==> src/hw/iso_rx_pkg.sv <==
// Constants for the isochronous dual-packet receive status block
package iso_rx_pkg;
   // Fill-state encodings
   localparam logic [1:0] FILL_EMPTY = 2'h0;
   localparam logic [1:0] FILL_ONE_A = 2'h1;
   localparam logic [1:0] FILL_ONE_B = 2'h2;
   localparam logic [1:0] FILL_FULL = 2'h3;
   // Reset values
   localparam logic [1:0] FILL_RESET = 2'h0;
   localparam logic FLAG_RESET = 1'b0;
   // Transaction outcome codes
   typedef enum logic [2:0] {
      OUT_NONE = 3'b000,
      OUT_GOOD = 3'b001,
      OUT_DATA_ERR = 3'b010,
      OUT_FIFO_ERR = 3'b011,
      OUT_TIMEOUT = 3'b100
   } out_result_t;
endpackage : iso_rx_pkg

==> src/hw/iso_rx_dual_packet_fifo_status.sv <==
// Isochronous dual-packet receive FIFO fill, overrun, underrun and transaction flags
// Notes on behaviour
// - Overrun and underrun are sticky; only firmware clear inputs lower them.
// - Data-flow updates happen only while endpoint enable and armed are both set.
// - Firmware changes act at once; bus changes to fill and overrun wait for the next SOF.
// - Firmware reading an empty FIFO sets underrun immediately.
// - Overrun seen in a transaction shows in the flag at the next SOF.
// - Read-complete lowers the fill state immediately by one packet.
// - Good reception raises the visible fill state only at the next SOF.
// - Error, acknowledge and void flags update when each transaction ends, except a timeout on an accepted token.
// - Good packet with one held: pending fill 11, ack set, err/void clear, advance.
// - No handshake is ever returned and no receive interrupt is raised.
`timescale 1ns/1ps
module iso_rx_dual_packet_fifo_status
   import iso_rx_pkg::*;
(
   // Clock and reset
   input wire logic ref_clk_in,
   input wire logic sys_rst_in,
   // Endpoint configuration
   input wire logic rx_endpoint_enable_in,
   input wire logic rx_armed_in,
   input wire logic rx_input_enable_in,
   // Bus-side events from the serial engine
   input wire logic sof_in,
   input wire logic out_done_in,
   input wire logic [2:0] out_result_in,
   // Firmware-side events
   input wire logic fifo_read_in,
   input wire logic rx_read_complete_in,
   input wire logic clr_overrun_in,
   input wire logic clr_underrun_in,
   // Status outputs
   output logic [1:0] rx_fill_state_out,
   output logic rx_overrun_flag_out,
   output logic rx_underrun_flag_out,
   output logic rx_error_flag_out,
   output logic rx_acknowledge_flag_out,
   output logic rx_void_flag_out,
   output logic write_advance_out,
   output logic write_reverse_out,
   output logic handshake_send_out,
   output logic rx_interrupt_out
);

   // Visible and pending state
   logic [1:0] fill_q;
   logic pend_pkts_q;
   logic [1:0] pend_cnt_q;
   logic ovf_q;
   logic ovf_pend_q;
   logic urf_q;
   logic err_q;
   logic ack_q;
   logic void_q;
   logic adv_q;
   logic rev_q;

   // Packets shown by a fill code, not counting ones already taken but not yet shown
   function automatic logic [1:0] pkt_count(input logic [1:0] f);
      pkt_count = (f == FILL_FULL) ? 2'h2 : ((f == FILL_EMPTY) ? 2'h0 : 2'h1);
   endfunction : pkt_count

   function automatic logic [1:0] count_to_fill(input logic [1:0] c);
      count_to_fill = (c >= 2'h2) ? FILL_FULL : ((c == 2'h1) ? FILL_ONE_A : FILL_EMPTY);
   endfunction : count_to_fill

   logic active;
   logic [1:0] held;
   logic fifo_err_pending;
   logic token_void;
   out_result_t res;

   assign active = rx_endpoint_enable_in & rx_armed_in;
   assign res = out_result_t'(out_result_in);
   // Shown plus pending never passes two, so the carry is dropped on purpose
   assign held = 2'(pkt_count(fill_q) + pend_cnt_q);
   // Error already present blocks new data until firmware clears it
   assign fifo_err_pending = ovf_q | ovf_pend_q | urf_q;
   assign token_void = ~rx_input_enable_in | fifo_err_pending | (held >= 2'h2);

   // Firmware drop and bus gain for this cycle; the gain waits in pend_cnt_q for SOF
   logic [1:0] base_cnt;
   logic [1:0] pend_cnt_d;
   logic [1:0] fill_d;
   logic read_done;
   logic pkt_taken;

   // Read-complete on an empty FIFO has nothing to drop
   assign read_done = rx_read_complete_in & (pkt_count(fill_q) != 2'h0);
   // Timed-out or void tokens load nothing; bad data still occupies a slot
   assign pkt_taken = out_done_in & ~token_void & (res != OUT_TIMEOUT) & (res != OUT_NONE);

   always_comb begin
      base_cnt = pkt_count(fill_q);
      pend_cnt_d = pend_cnt_q;
      if (read_done) begin
         base_cnt = 2'(base_cnt - 2'h1);
      end
      if (pkt_taken) begin
         pend_cnt_d = 2'(pend_cnt_d + 2'h1); // Counted toward next frame's fill
      end
      // Read-complete in the SOF cycle: drop first, then add what the frame brought
      if (sof_in) begin
         fill_d = count_to_fill(2'(base_cnt + pend_cnt_d));
         pend_cnt_d = 2'h0;
      end else begin
         fill_d = count_to_fill(base_cnt);
      end
   end

   // Fill register; nothing moves while the endpoint is off or disarmed
   always_ff @(posedge ref_clk_in or posedge sys_rst_in) begin
      if (sys_rst_in) begin
         fill_q <= FILL_RESET;
         pend_cnt_q <= 2'h0;
      end else if (active) begin
         fill_q <= fill_d;
         pend_cnt_q <= pend_cnt_d;
      end
   end

   // Overrun caught in a transaction waits in ovf_pend_q; only SOF publishes it
   logic ovf_seen;
   logic ovf_pend_d;
   logic ovf_d;

   assign ovf_seen = active & out_done_in & ~token_void & (res == OUT_FIFO_ERR);

   always_comb begin
      ovf_pend_d = ovf_pend_q | ovf_seen;
      ovf_d = ovf_q & ~clr_overrun_in;
      // Clear is ignored in the publishing cycle so a fresh overrun is never lost
      if (active && sof_in) begin
         ovf_d = ovf_q | ovf_pend_d;
         ovf_pend_d = 1'h0;
      end
   end

   // Sticky overrun register
   always_ff @(posedge ref_clk_in or posedge sys_rst_in) begin
      if (sys_rst_in) begin
         ovf_q <= FLAG_RESET;
         ovf_pend_q <= FLAG_RESET;
      end else begin
         ovf_q <= ovf_d;
         ovf_pend_q <= ovf_pend_d;
      end
   end

   // Underrun: firmware caused, immediate; set beats clear
   always_ff @(posedge ref_clk_in or posedge sys_rst_in) begin
      if (sys_rst_in) begin
         urf_q <= FLAG_RESET;
      end else if (active && fifo_read_in && pkt_count(fill_q) == 2'h0) begin
         urf_q <= 1'b1;
      end else if (clr_underrun_in) begin
         urf_q <= 1'b0;
      end
   end

   // Transaction flags updated at end of each transaction, except a timeout on an accepted token
   always_ff @(posedge ref_clk_in or posedge sys_rst_in) begin
      if (sys_rst_in) begin
         err_q <= FLAG_RESET;
         ack_q <= FLAG_RESET;
         void_q <= FLAG_RESET;
      end else if (active && out_done_in && res != OUT_NONE) begin
         if (token_void) begin
            void_q <= 1'b1;
         end else begin
            case (res)
               OUT_GOOD: begin
                  err_q <= 1'b0;
                  ack_q <= 1'b1;
                  void_q <= 1'b0;
               end
               OUT_DATA_ERR, OUT_FIFO_ERR: begin
                  err_q <= 1'b1;
                  ack_q <= 1'b0;
                  void_q <= 1'b0;
               end
               default: begin
               end
            endcase
         end
      end
   end

   // Write marker strobes, one cycle each
   always_ff @(posedge ref_clk_in or posedge sys_rst_in) begin
      if (sys_rst_in) begin
         adv_q <= 1'b0;
         rev_q <= 1'b0;
      end else begin
         adv_q <= active & out_done_in & ~token_void & (res == OUT_GOOD);
         rev_q <= active & out_done_in & ~token_void & (res == OUT_DATA_ERR);
      end
   end

   assign rx_fill_state_out = fill_q;
   assign rx_overrun_flag_out = ovf_q;
   assign rx_underrun_flag_out = urf_q;
   assign rx_error_flag_out = err_q;
   assign rx_acknowledge_flag_out = ack_q;
   assign rx_void_flag_out = void_q;
   assign write_advance_out = adv_q;
   assign write_reverse_out = rev_q;
   // Isochronous: never handshake, never interrupt
   assign handshake_send_out = 1'b0;
   assign rx_interrupt_out = 1'b0;

   // Checks
   urf_now_a: assert property (@(posedge ref_clk_in) disable iff (sys_rst_in)
      active && fifo_read_in && fill_q == FILL_EMPTY |=> urf_q)
      else $error("underrun not set on empty read");
   urf_sticky_a: assert property (@(posedge ref_clk_in) disable iff (sys_rst_in)
      urf_q && !clr_underrun_in |=> urf_q)
      else $error("underrun cleared without firmware");
   ovf_sticky_a: assert property (@(posedge ref_clk_in) disable iff (sys_rst_in)
      ovf_q && !clr_overrun_in |=> ovf_q)
      else $error("overrun cleared without firmware");
   ovf_wait_a: assert property (@(posedge ref_clk_in) disable iff (sys_rst_in)
      !ovf_q && !sof_in |=> !ovf_q)
      else $error("overrun set outside SOF");
   fill_rise_a: assert property (@(posedge ref_clk_in) disable iff (sys_rst_in)
      !sof_in |=> pkt_count(fill_q) <= pkt_count($past(fill_q)))
      else $error("fill rose outside SOF");
   fill_drop_a: assert property (@(posedge ref_clk_in) disable iff (sys_rst_in)
      active && rx_read_complete_in && !sof_in && fill_q != FILL_EMPTY
      |=> pkt_count(fill_q) == pkt_count($past(fill_q)) - 2'h1)
      else $error("read complete did not lower fill");
   good_ack_a: assert property (@(posedge ref_clk_in) disable iff (sys_rst_in)
      active && out_done_in && !token_void && res == OUT_GOOD |=> ack_q && !err_q && !void_q && adv_q)
      else $error("good packet flags wrong");
   void_only_a: assert property (@(posedge ref_clk_in) disable iff (sys_rst_in)
      active && out_done_in && token_void && res != OUT_NONE && !sof_in
      |=> void_q && !adv_q && !rev_q && $stable(pend_cnt_q))
      else $error("void token changed FIFO");
   bad_data_a: assert property (@(posedge ref_clk_in) disable iff (sys_rst_in)
      active && out_done_in && !token_void && res == OUT_DATA_ERR |=> err_q && !ack_q && rev_q)
      else $error("data error flags wrong");
   idle_a: assert property (@(posedge ref_clk_in) disable iff (sys_rst_in)
      !active |=> $stable(fill_q) && $stable(err_q))
      else $error("state moved while disabled");
   no_hs_a: assert property (@(posedge ref_clk_in) disable iff (sys_rst_in)
      !handshake_send_out && !rx_interrupt_out)
      else $error("handshake or interrupt raised");

   // Frame publishing: pending work lands at SOF and nowhere else
   ovf_publish_a: assert property (@(posedge ref_clk_in) disable iff (sys_rst_in)
      active && sof_in && ovf_pend_q |=> ovf_q)
      else $error("pending overrun not published at SOF");
   ovf_pend_hold_a: assert property (@(posedge ref_clk_in) disable iff (sys_rst_in)
      ovf_pend_q && !(active && sof_in) |=> ovf_pend_q)
      else $error("pending overrun lost before SOF");
   pend_clear_a: assert property (@(posedge ref_clk_in) disable iff (sys_rst_in)
      active && sof_in |=> pend_cnt_q == 2'h0)
      else $error("pending packets kept past SOF");
   fill_publish_a: assert property (@(posedge ref_clk_in) disable iff (sys_rst_in)
      active && sof_in && fill_q == FILL_EMPTY && pend_cnt_q != 2'h0 |=> fill_q != FILL_EMPTY)
      else $error("SOF did not show pending packet");

   // Bus-caused flags and strobes move only at transaction end
   flags_quiet_a: assert property (@(posedge ref_clk_in) disable iff (sys_rst_in)
      !out_done_in |=> $stable(err_q) && $stable(ack_q) && $stable(void_q))
      else $error("transaction flags moved without transaction");
   strobe_quiet_a: assert property (@(posedge ref_clk_in) disable iff (sys_rst_in)
      !out_done_in |=> !adv_q && !rev_q)
      else $error("write marker strobe without transaction");
   timeout_keep_a: assert property (@(posedge ref_clk_in) disable iff (sys_rst_in)
      active && out_done_in && !token_void && res == OUT_TIMEOUT && !sof_in
      |=> $stable(pend_cnt_q) && $stable(ack_q) && $stable(err_q) && $stable(void_q))
      else $error("timed-out transaction changed state");
   ack_err_excl_a: assert property (@(posedge ref_clk_in) disable iff (sys_rst_in)
      !(ack_q && err_q))
      else $error("acknowledge and error both set");
   adv_rev_excl_a: assert property (@(posedge ref_clk_in) disable iff (sys_rst_in)
      !(adv_q && rev_q))
      else $error("write marker advanced and reversed together");

   // Firmware-only underrun, refusal and capacity limits
   urf_fw_only_a: assert property (@(posedge ref_clk_in) disable iff (sys_rst_in)
      !urf_q && !(active && fifo_read_in) |=> !urf_q)
      else $error("underrun set without firmware read");
   urf_idle_a: assert property (@(posedge ref_clk_in) disable iff (sys_rst_in)
      !active && !clr_underrun_in |=> $stable(urf_q))
      else $error("underrun moved while disabled");
   void_cause_a: assert property (@(posedge ref_clk_in) disable iff (sys_rst_in)
      !rx_input_enable_in || ovf_q || ovf_pend_q || urf_q |-> token_void)
      else $error("token accepted despite refusal");
   full_no_pend_a: assert property (@(posedge ref_clk_in) disable iff (sys_rst_in)
      !(fill_q == FILL_FULL && pend_cnt_q != 2'h0))
      else $error("packet taken while full");
   one_code_a: assert property (@(posedge ref_clk_in) disable iff (sys_rst_in)
      fill_q != FILL_ONE_B)
      else $error("one packet shown with wrong code");


   good_pkt_c: cover property (@(posedge ref_clk_in) disable iff (sys_rst_in)
      active && out_done_in && res == OUT_GOOD ##[1:50] sof_in);
   full_c: cover property (@(posedge ref_clk_in) disable iff (sys_rst_in) fill_q == FILL_FULL);
   underrun_c: cover property (@(posedge ref_clk_in) disable iff (sys_rst_in) $rose(urf_q));
   overrun_c: cover property (@(posedge ref_clk_in) disable iff (sys_rst_in) $rose(ovf_q));
   void_c: cover property (@(posedge ref_clk_in) disable iff (sys_rst_in) active && out_done_in && token_void);
endmodule : iso_rx_dual_packet_fifo_status

==> config.mk <==
export PLATFORM = sky130hd
export DESIGN_NAME = iso_rx_dual_packet_fifo_status
export DESIGN_NICKNAME = d
export VERILOG_FILES = /design/src/hw/iso_rx_pkg.sv /design/src/hw/iso_rx_dual_packet_fifo_status.sv
export SDC_FILE = /design/constraint.sdc
export NUM_CORES = 1
export LEC_CHECK = 0
export ABC_AREA = 1
export ABC_CLOCK_PERIOD_IN_PS = 2100
export BUFFER_PORTS_ARGS = -buffer_cell sky130_fd_sc_hd__buf_4
export CAP_MARGIN = 20
export CORE_AREA = 2 2 47 49
export CTS_CLUSTER_SIZE = 30
export DETAILED_ROUTE_END_ITERATION = 8
export DIE_AREA = 0 0 49 51
export PLACE_DENSITY = 0.7
export SETUP_SLACK_MARGIN = 0.05
export SKIP_CTS_REPAIR_TIMING = 1
export SLEW_MARGIN = 40
export SYNTH_ARGS = -nofsm -noshare
export SYNTH_HDL_FRONTEND = slang
export SYNTH_SLANG_ARGS = --single-unit
==> constraint.sdc <==
create_clock -name ref_clk_in -period 2.1 [get_ports ref_clk_in]
set_input_delay 0 -clock ref_clk_in [delete_from_list [all_inputs] [get_ports ref_clk_in]]
set_output_delay 0 -clock ref_clk_in [all_outputs]
set_load 0.01 [all_outputs]
; ---- Word-level counts from Yosys, hierarchy flattened
; Cells that the tools add are included.
[classes]
shifts = 0
reduce_logical = 16
n_eq_ne = 7
order_cmp = 3
n_mux = 18
n_addsub = 4
n_div = 0
n_mul = 0
n_bitwise = 20
[ops]
columns = operator, n
row1 = $mux W2, 7
row2 = $and A1 B1 Y1, 11
row3 = $mux W1, 9
row4 = $reduce_bool A2 Y1, 4
row5 = $eq A3 B2 Y1 const B, 2
row6 = $ge A2 B2 Y1 const B, 3
row7 = $or A1 B1 Y1, 6
row8 = $logic_and A1 B1 Y1, 5
row9 = $add A2 B2 Y2, 2
row10 = $eq A2 B1 Y1 const B, 2
row11 = $logic_not A2 Y1, 2
row12 = $pmux W1 S2, 2
row13 = $eq A3 B1 Y1 const B, 1
row14 = $ne A3 B3 Y1 const B, 1
row15 = $not A1 Y1, 3
row16 = $reduce_and A3 Y1, 1
row17 = $reduce_bool A3 Y1, 1
row18 = $reduce_or A3 Y1, 1
row19 = $add A2 B1 Y2 const B, 1
row20 = $eq A2 B2 Y1 const B, 1
row21 = $reduce_and A2 Y1, 1
row22 = $reduce_or A2 Y1, 1
row23 = $sub A2 B1 Y2 const B, 1
[word_totals]
latch_bits = 0
ramBits = 0
romBits = 0
memories = 0
elab_cells = 78
output_inout_bits = 11
reg_bits = 12

; ---- Depth between registers and ports, before layout
[depth]
depth_word = 16
mapped_depth = 17
depth_no_buf = 17

; ---- Worst setup path before layout
; Ideal clock, no wire load.
[synth_path]
path_kind = register to register
start = register fill_q[0], in the netlist rx_fill_state_out[0]
end = register fill_q[0], in the netlist rx_fill_state_out[0]
path_stages_with_launch = 17
arrival_ns = 1.943
path_slack_ns = 0.041
n_path_buf = 0
synth_period_minus_slack_ns = 2.059
setup_ns = 0.117
path_cell_list = dfrtp_1 inv_1 ha_1 nand2_2 inv_1 nand3_2 nand2_4 nand4_1 nand2_1 inv_1 ha_1 xnor2_1 nand3_1 nand2_1 nand2_1 nand2_1 nand2_1
[synth_via]
elab_chain_len = 16
elab_cells_between_ends = 26
cone_classes = add/sub (3) / order compare (3) / eq/ne (3) / mux (9) / bitwise (6) / reduce/logical (2)
[synth_lines]
columns = element, line
row1 = from (decl), iso_rx_dual_packet_fifo_status.sv:47  ; logic [1:0] fill_q;
row2 = from (signal assigned), iso_rx_dual_packet_fifo_status.sv:118  ; fill_q <= fill_d;
row3 = $logic_not A2 Y1, iso_rx_dual_packet_fifo_status.sv:61  ; pkt_count = (f == FILL_FULL) ? 2'h2 : ((f == FILL_EMPTY) ? 2'h0 : 2'h1);
row4 = $mux W1, iso_rx_dual_packet_fifo_status.sv:61
row5 = $mux W2 *, iso_rx_dual_packet_fifo_status.sv:61
row6 = $add A2 B2 Y2, iso_rx_dual_packet_fifo_status.sv:77  ; assign held = 2'(pkt_count(fill_q) + pend_cnt_q);
row7 = $ge A2 B2 Y1, iso_rx_dual_packet_fifo_status.sv:80  ; assign token_void = ~rx_input_enable_in | fifo_err_pending | (held >= 2'h2);
row8 = $or A1 B1 Y1, iso_rx_dual_packet_fifo_status.sv:80
row9 = $not A1 Y1, iso_rx_dual_packet_fifo_status.sv:92  ; assign pkt_taken = out_done_in & ~token_void & (res != OUT_TIMEOUT) & (res != OUT_NONE);
row10 = $and A1 B1 Y1 (3 in series), iso_rx_dual_packet_fifo_status.sv:92
row11 = $mux W2, iso_rx_dual_packet_fifo_status.sv:100  ; if (pkt_taken) begin
row12 = $add A2 B2 Y2, iso_rx_dual_packet_fifo_status.sv:105  ; fill_d = count_to_fill(2'(base_cnt + pend_cnt_d));
row13 = $eq A2 B1 Y1, iso_rx_dual_packet_fifo_status.sv:65  ; count_to_fill = (c >= 2'h2) ? FILL_FULL : ((c == 2'h1) ? FILL_ONE_A : FILL_EMPTY);
row14 = $mux W1, iso_rx_dual_packet_fifo_status.sv:65
row15 = $mux W2, iso_rx_dual_packet_fifo_status.sv:65
row16 = $mux W2 *, iso_rx_dual_packet_fifo_status.sv:104  ; if (sof_in) begin
; Mark *: on every way between the ends. The rest lies on a longest branch, timed or not.
; A chain may end at the register's enable or synchronous reset.

; ---- Worst setup path in the final report
[layout_path]
start = register fill_q[1], in the netlist rx_fill_state_out[1]
end = register fill_q[0], in the netlist rx_fill_state_out[0]
; Same word-level chain as after synthesis.

==> impl_metrics.csv <==
group,metric,value,unit
status,status,"finished, violations left",
status,failed_checks,"negative hold slack",
sta,skew,0.00506,ns
yosys,ys.flop_type,"dfrtp_1",
power_and_ir_drop,p_switching,427,uW
yosys,ys_warn_count,0,
power_and_ir_drop,powerDensity,891,nW/um^2
route,remaining_drc_errors,0,
layout,antenna_cells,0,
route,viasPerCell,4.61,
power_and_ir_drop,power,1.05,mW
layout,layout.nets,162,
yosys,async_reset_ff_share,100,%
run,drv_cap,0,
floorplan,initial_utilization,40.4,%
layout,area_delta_synth_final,41.8,%
place,gp_congestion,0.859,
clock_tree,cts-root-buf,"clkbuf_4",
power_and_ir_drop,seq_power_share,29.7,%
sta,whs,-0.00622,ns
clock_tree,path_clk_slew,0.08,ns
worst_setup_path,path_cells,"inv_2 -> ha_4 -> nand2_4 -> inv_4 -> nand3_2 -> nand4_1 -> nand2_1 -> nand2_2 -> inv_2 -> ha_4 -> xnor2_2 -> inv_1 -> nand2_1 -> nand2_1 -> nand2_1 -> nand2_1 -> nand2_1",
worst_setup_path,critPathLaunchType,"flop",
worst_setup_path,worstPathMaxFanout,4,
route,antenna_left,0,
worst_setup_path,max_stage_delay,0.41,ns
global_route,grt_usage,14.2,%
worst_setup_path,critPathKind,"reg -> reg",
yosys,synth_edf_count,0,
worst_setup_path,cp_common_cell,"nand2_1",
yosys,syn_avg_cell_area,7.59,sq um
sta,setup-tns-final,0,ns
yosys,syn_inst,110,
floorplan,core_area,2060,sq um
yosys,seq_area_frac_synth,36.0,%
global_route,grt_first_pass_wirelength,2.72,mm
worst_setup_path,required,2.26,ns
sta,finalSetupViolCount,0,
yosys,ys_seq_elements,12,
worst_setup_path,end_kind,"flop",
route,drt_first_iter_violations,20,
yosys,synth_top_cells_by_area,"dfrtp_1 (36%), inv_1 (10%), nand2_1 (9.4%), ha_1 (4.5%), nand3_1 (4.2%)",
worst_setup_path,r2r_start,"rx_fill_state_out[1]",
worst_hold_path,hold_depth,3,
clock_tree,clk_latency,0.27,ns
worst_setup_path,slowest_stage,"dfrtp_1",
yosys,synth_most_common_cell,"inv_1",
worst_hold_path,hold_end,"rx_underrun_flag_out",
yosys,yosysUniqueCellTypes,26,
global_route,antenna_found_initial,0,
power_and_ir_drop,p_int,628,uW
worst_setup_path,rrSetupSlack,0.12,ns
sta,hold_violations,1,
clock_tree,cts_buffer_depth,2,
worst_hold_path,hp-class,"in -> reg",
power_and_ir_drop,p_sw_share,40.4,%
power_and_ir_drop,p_comb_share,56.8,%
worst_hold_path,holdCritStartpoint,"fifo_read_in",
sta,drv_slew,0,
worst_setup_path,rr_endpoint,"rx_fill_state_out[0]",
global_route,grt_max_degree,13,
route,wl,1.81,mm
floorplan,dieArea,2500,sq um
floorplan,io_pins,25,
place,post-dp-hpwl,1.38,mm
yosys,netlist.area_leader.share,36.0,%
global_route,grt_pass1_vias,642,
floorplan,die_h,51,um
sta,fin_crit_sh,94.2,%
floorplan,chipWidth,49,um
place,port_buffers,22,
clock_tree,clock-sinks,12,
sta,clock.fmax,505,MHz
clock_tree,tritoncts.num_buffers,3,
worst_setup_path,reg2reg_depth,17,
global_route,grt.overflow.total,0,
clock_tree,cts_tree,"done",
yosys,synth_top_cell_by_area,"dfrtp_1",
clock_tree,htree_levels,1,
floorplan,num_rows,17,
route,post_drt_wl_per_cell,10.6,um
worst_setup_path,arrival,2.14,ns
power_and_ir_drop,p_clk_share,13.4,%
power_and_ir_drop,ir_drop,0.000623,V
yosys,synth_area,835,sq um
route,first_pass_iters,4,
layout,utilization,57.4,%
route,routed-via-count,788,
power_and_ir_drop,leakagePower,0.617,nW
layout,drive_above_1_share,40.6,%
yosys,yosys-top-cells-count,"inv_1 (23), nand2_1 (21), dfrtp_1 (12), nor2_1 (8), nand3_1 (7)",
sta,fin_crit,1.98,ns
sta,rsz0062_at_grt,"true",
==> area by class of cell <==
class | count | area (sq um)
fill | 199 | 880
multi-input combinational | 71 | 478
sequential | 12 | 300
timing repair buffer | 31 | 248
inverter | 26 | 100
tap | 28 | 35.0
clock buffer | 3 | 22.5
==> worst max path at each step <==
stage                                 to            startpoint  slack, ns
global placement    rx_fill_state_out[0]  rx_fill_state_out[1]       0.05
finish              rx_fill_state_out[0]  rx_fill_state_out[1]       0.12
global route        rx_fill_state_out[0]  rx_fill_state_out[1]      -0.05
floorplan           rx_fill_state_out[0]  rx_fill_state_out[0]       0.06
CTS                 rx_fill_state_out[0]  rx_fill_state_out[1]      -0.04
detailed placement  rx_fill_state_out[0]  rx_fill_state_out[1]      -0.02
==> cells in the final DEF (no fill, tap or decap), drive strengths merged <==
cell type and n:
or2 1, dfrtp 12, o21ai 6, nor2 11, buf 25, nand4 3, inv 26, clkbuf 3
xnor2 2, a31oi 1, conb 2, nand3 10, a21oi 2, dlygate4sd3 6, ha 3, o22ai 2
xor2 1, nor4 1, nand2 26
==> logic make-up (layout without fill, tap and decap cells) <==
family | Yosys count | in the layout | synth area share [%]
other | 1 | 2 | 0.449
AND/OR/NAND/NOR | 52 | 52 | 34.5
adder cells (fa/ha/maj) | 3 | 3 | 4.50
flip-flops | 12 | 12 | 36.0
AO/OA/AOI/OAI | 11 | 11 | 7.95
XOR/XNOR | 3 | 3 | 3.15
buffers and inverters | 28 | 60 | 13.5
==> state kept, by name (all words and copies together) (netlist names) <==
signal and cells:
write_advance_out 1, rx_void_flag_out 1, rx_error_flag_out 1, rx_underrun_flag_out 1, rx_fill_state_out 2, rx_acknowledge_flag_out 1, rx_overrun_flag_out 1, ovf_pend_q 1
pend_cnt_q 2, write_reverse_out 1
==> per-layer routing <==
metal	share of wire (%)	wire length (um)	global-route usage, %
met4	0.83	15	5.71
met2	52	945	24.7
met3	3.3	60	2.63
met5	0	0	0
met1	44	793	17.4
==> power groups by stage <==
stage	logic (mW)	registers [mW]	clock network, mW
global route	0.667	0.321	0.157
detailed placement	0.488	0.314	0
CTS	0.491	0.309	0.145
finish	0.599	0.314	0.142
global placement	0.467	0.312	0
floorplan	0.303	0.329	0
==> stage by stage <==
stage / cell area (sq um) / std cells / setup WS (ns)
2_1_floorplan: 838 / 111 / 0.0582
3_3_place_gp: 1040 / 161 / 0.0518
3_5_place_dp: 1040 / 161 / -0.0213
4_1_cts: 1060 / 164 / -0.0357
5_1_grt: 1180 / 171 / -0.0511
6_report: 1180 / 171 / 0.121
==> critical path: cells and delay by family (launching register included) <==
family	cells	cell delay (ns)
xor gates and xnor gates	1	0.13
adders and majority gates	2	0.43
buffers and inverters	4	0.23
DFF	1	0.41
and+or+nand+nor	10	0.67
No activity file was read; power rests on OpenSTA's default activity.
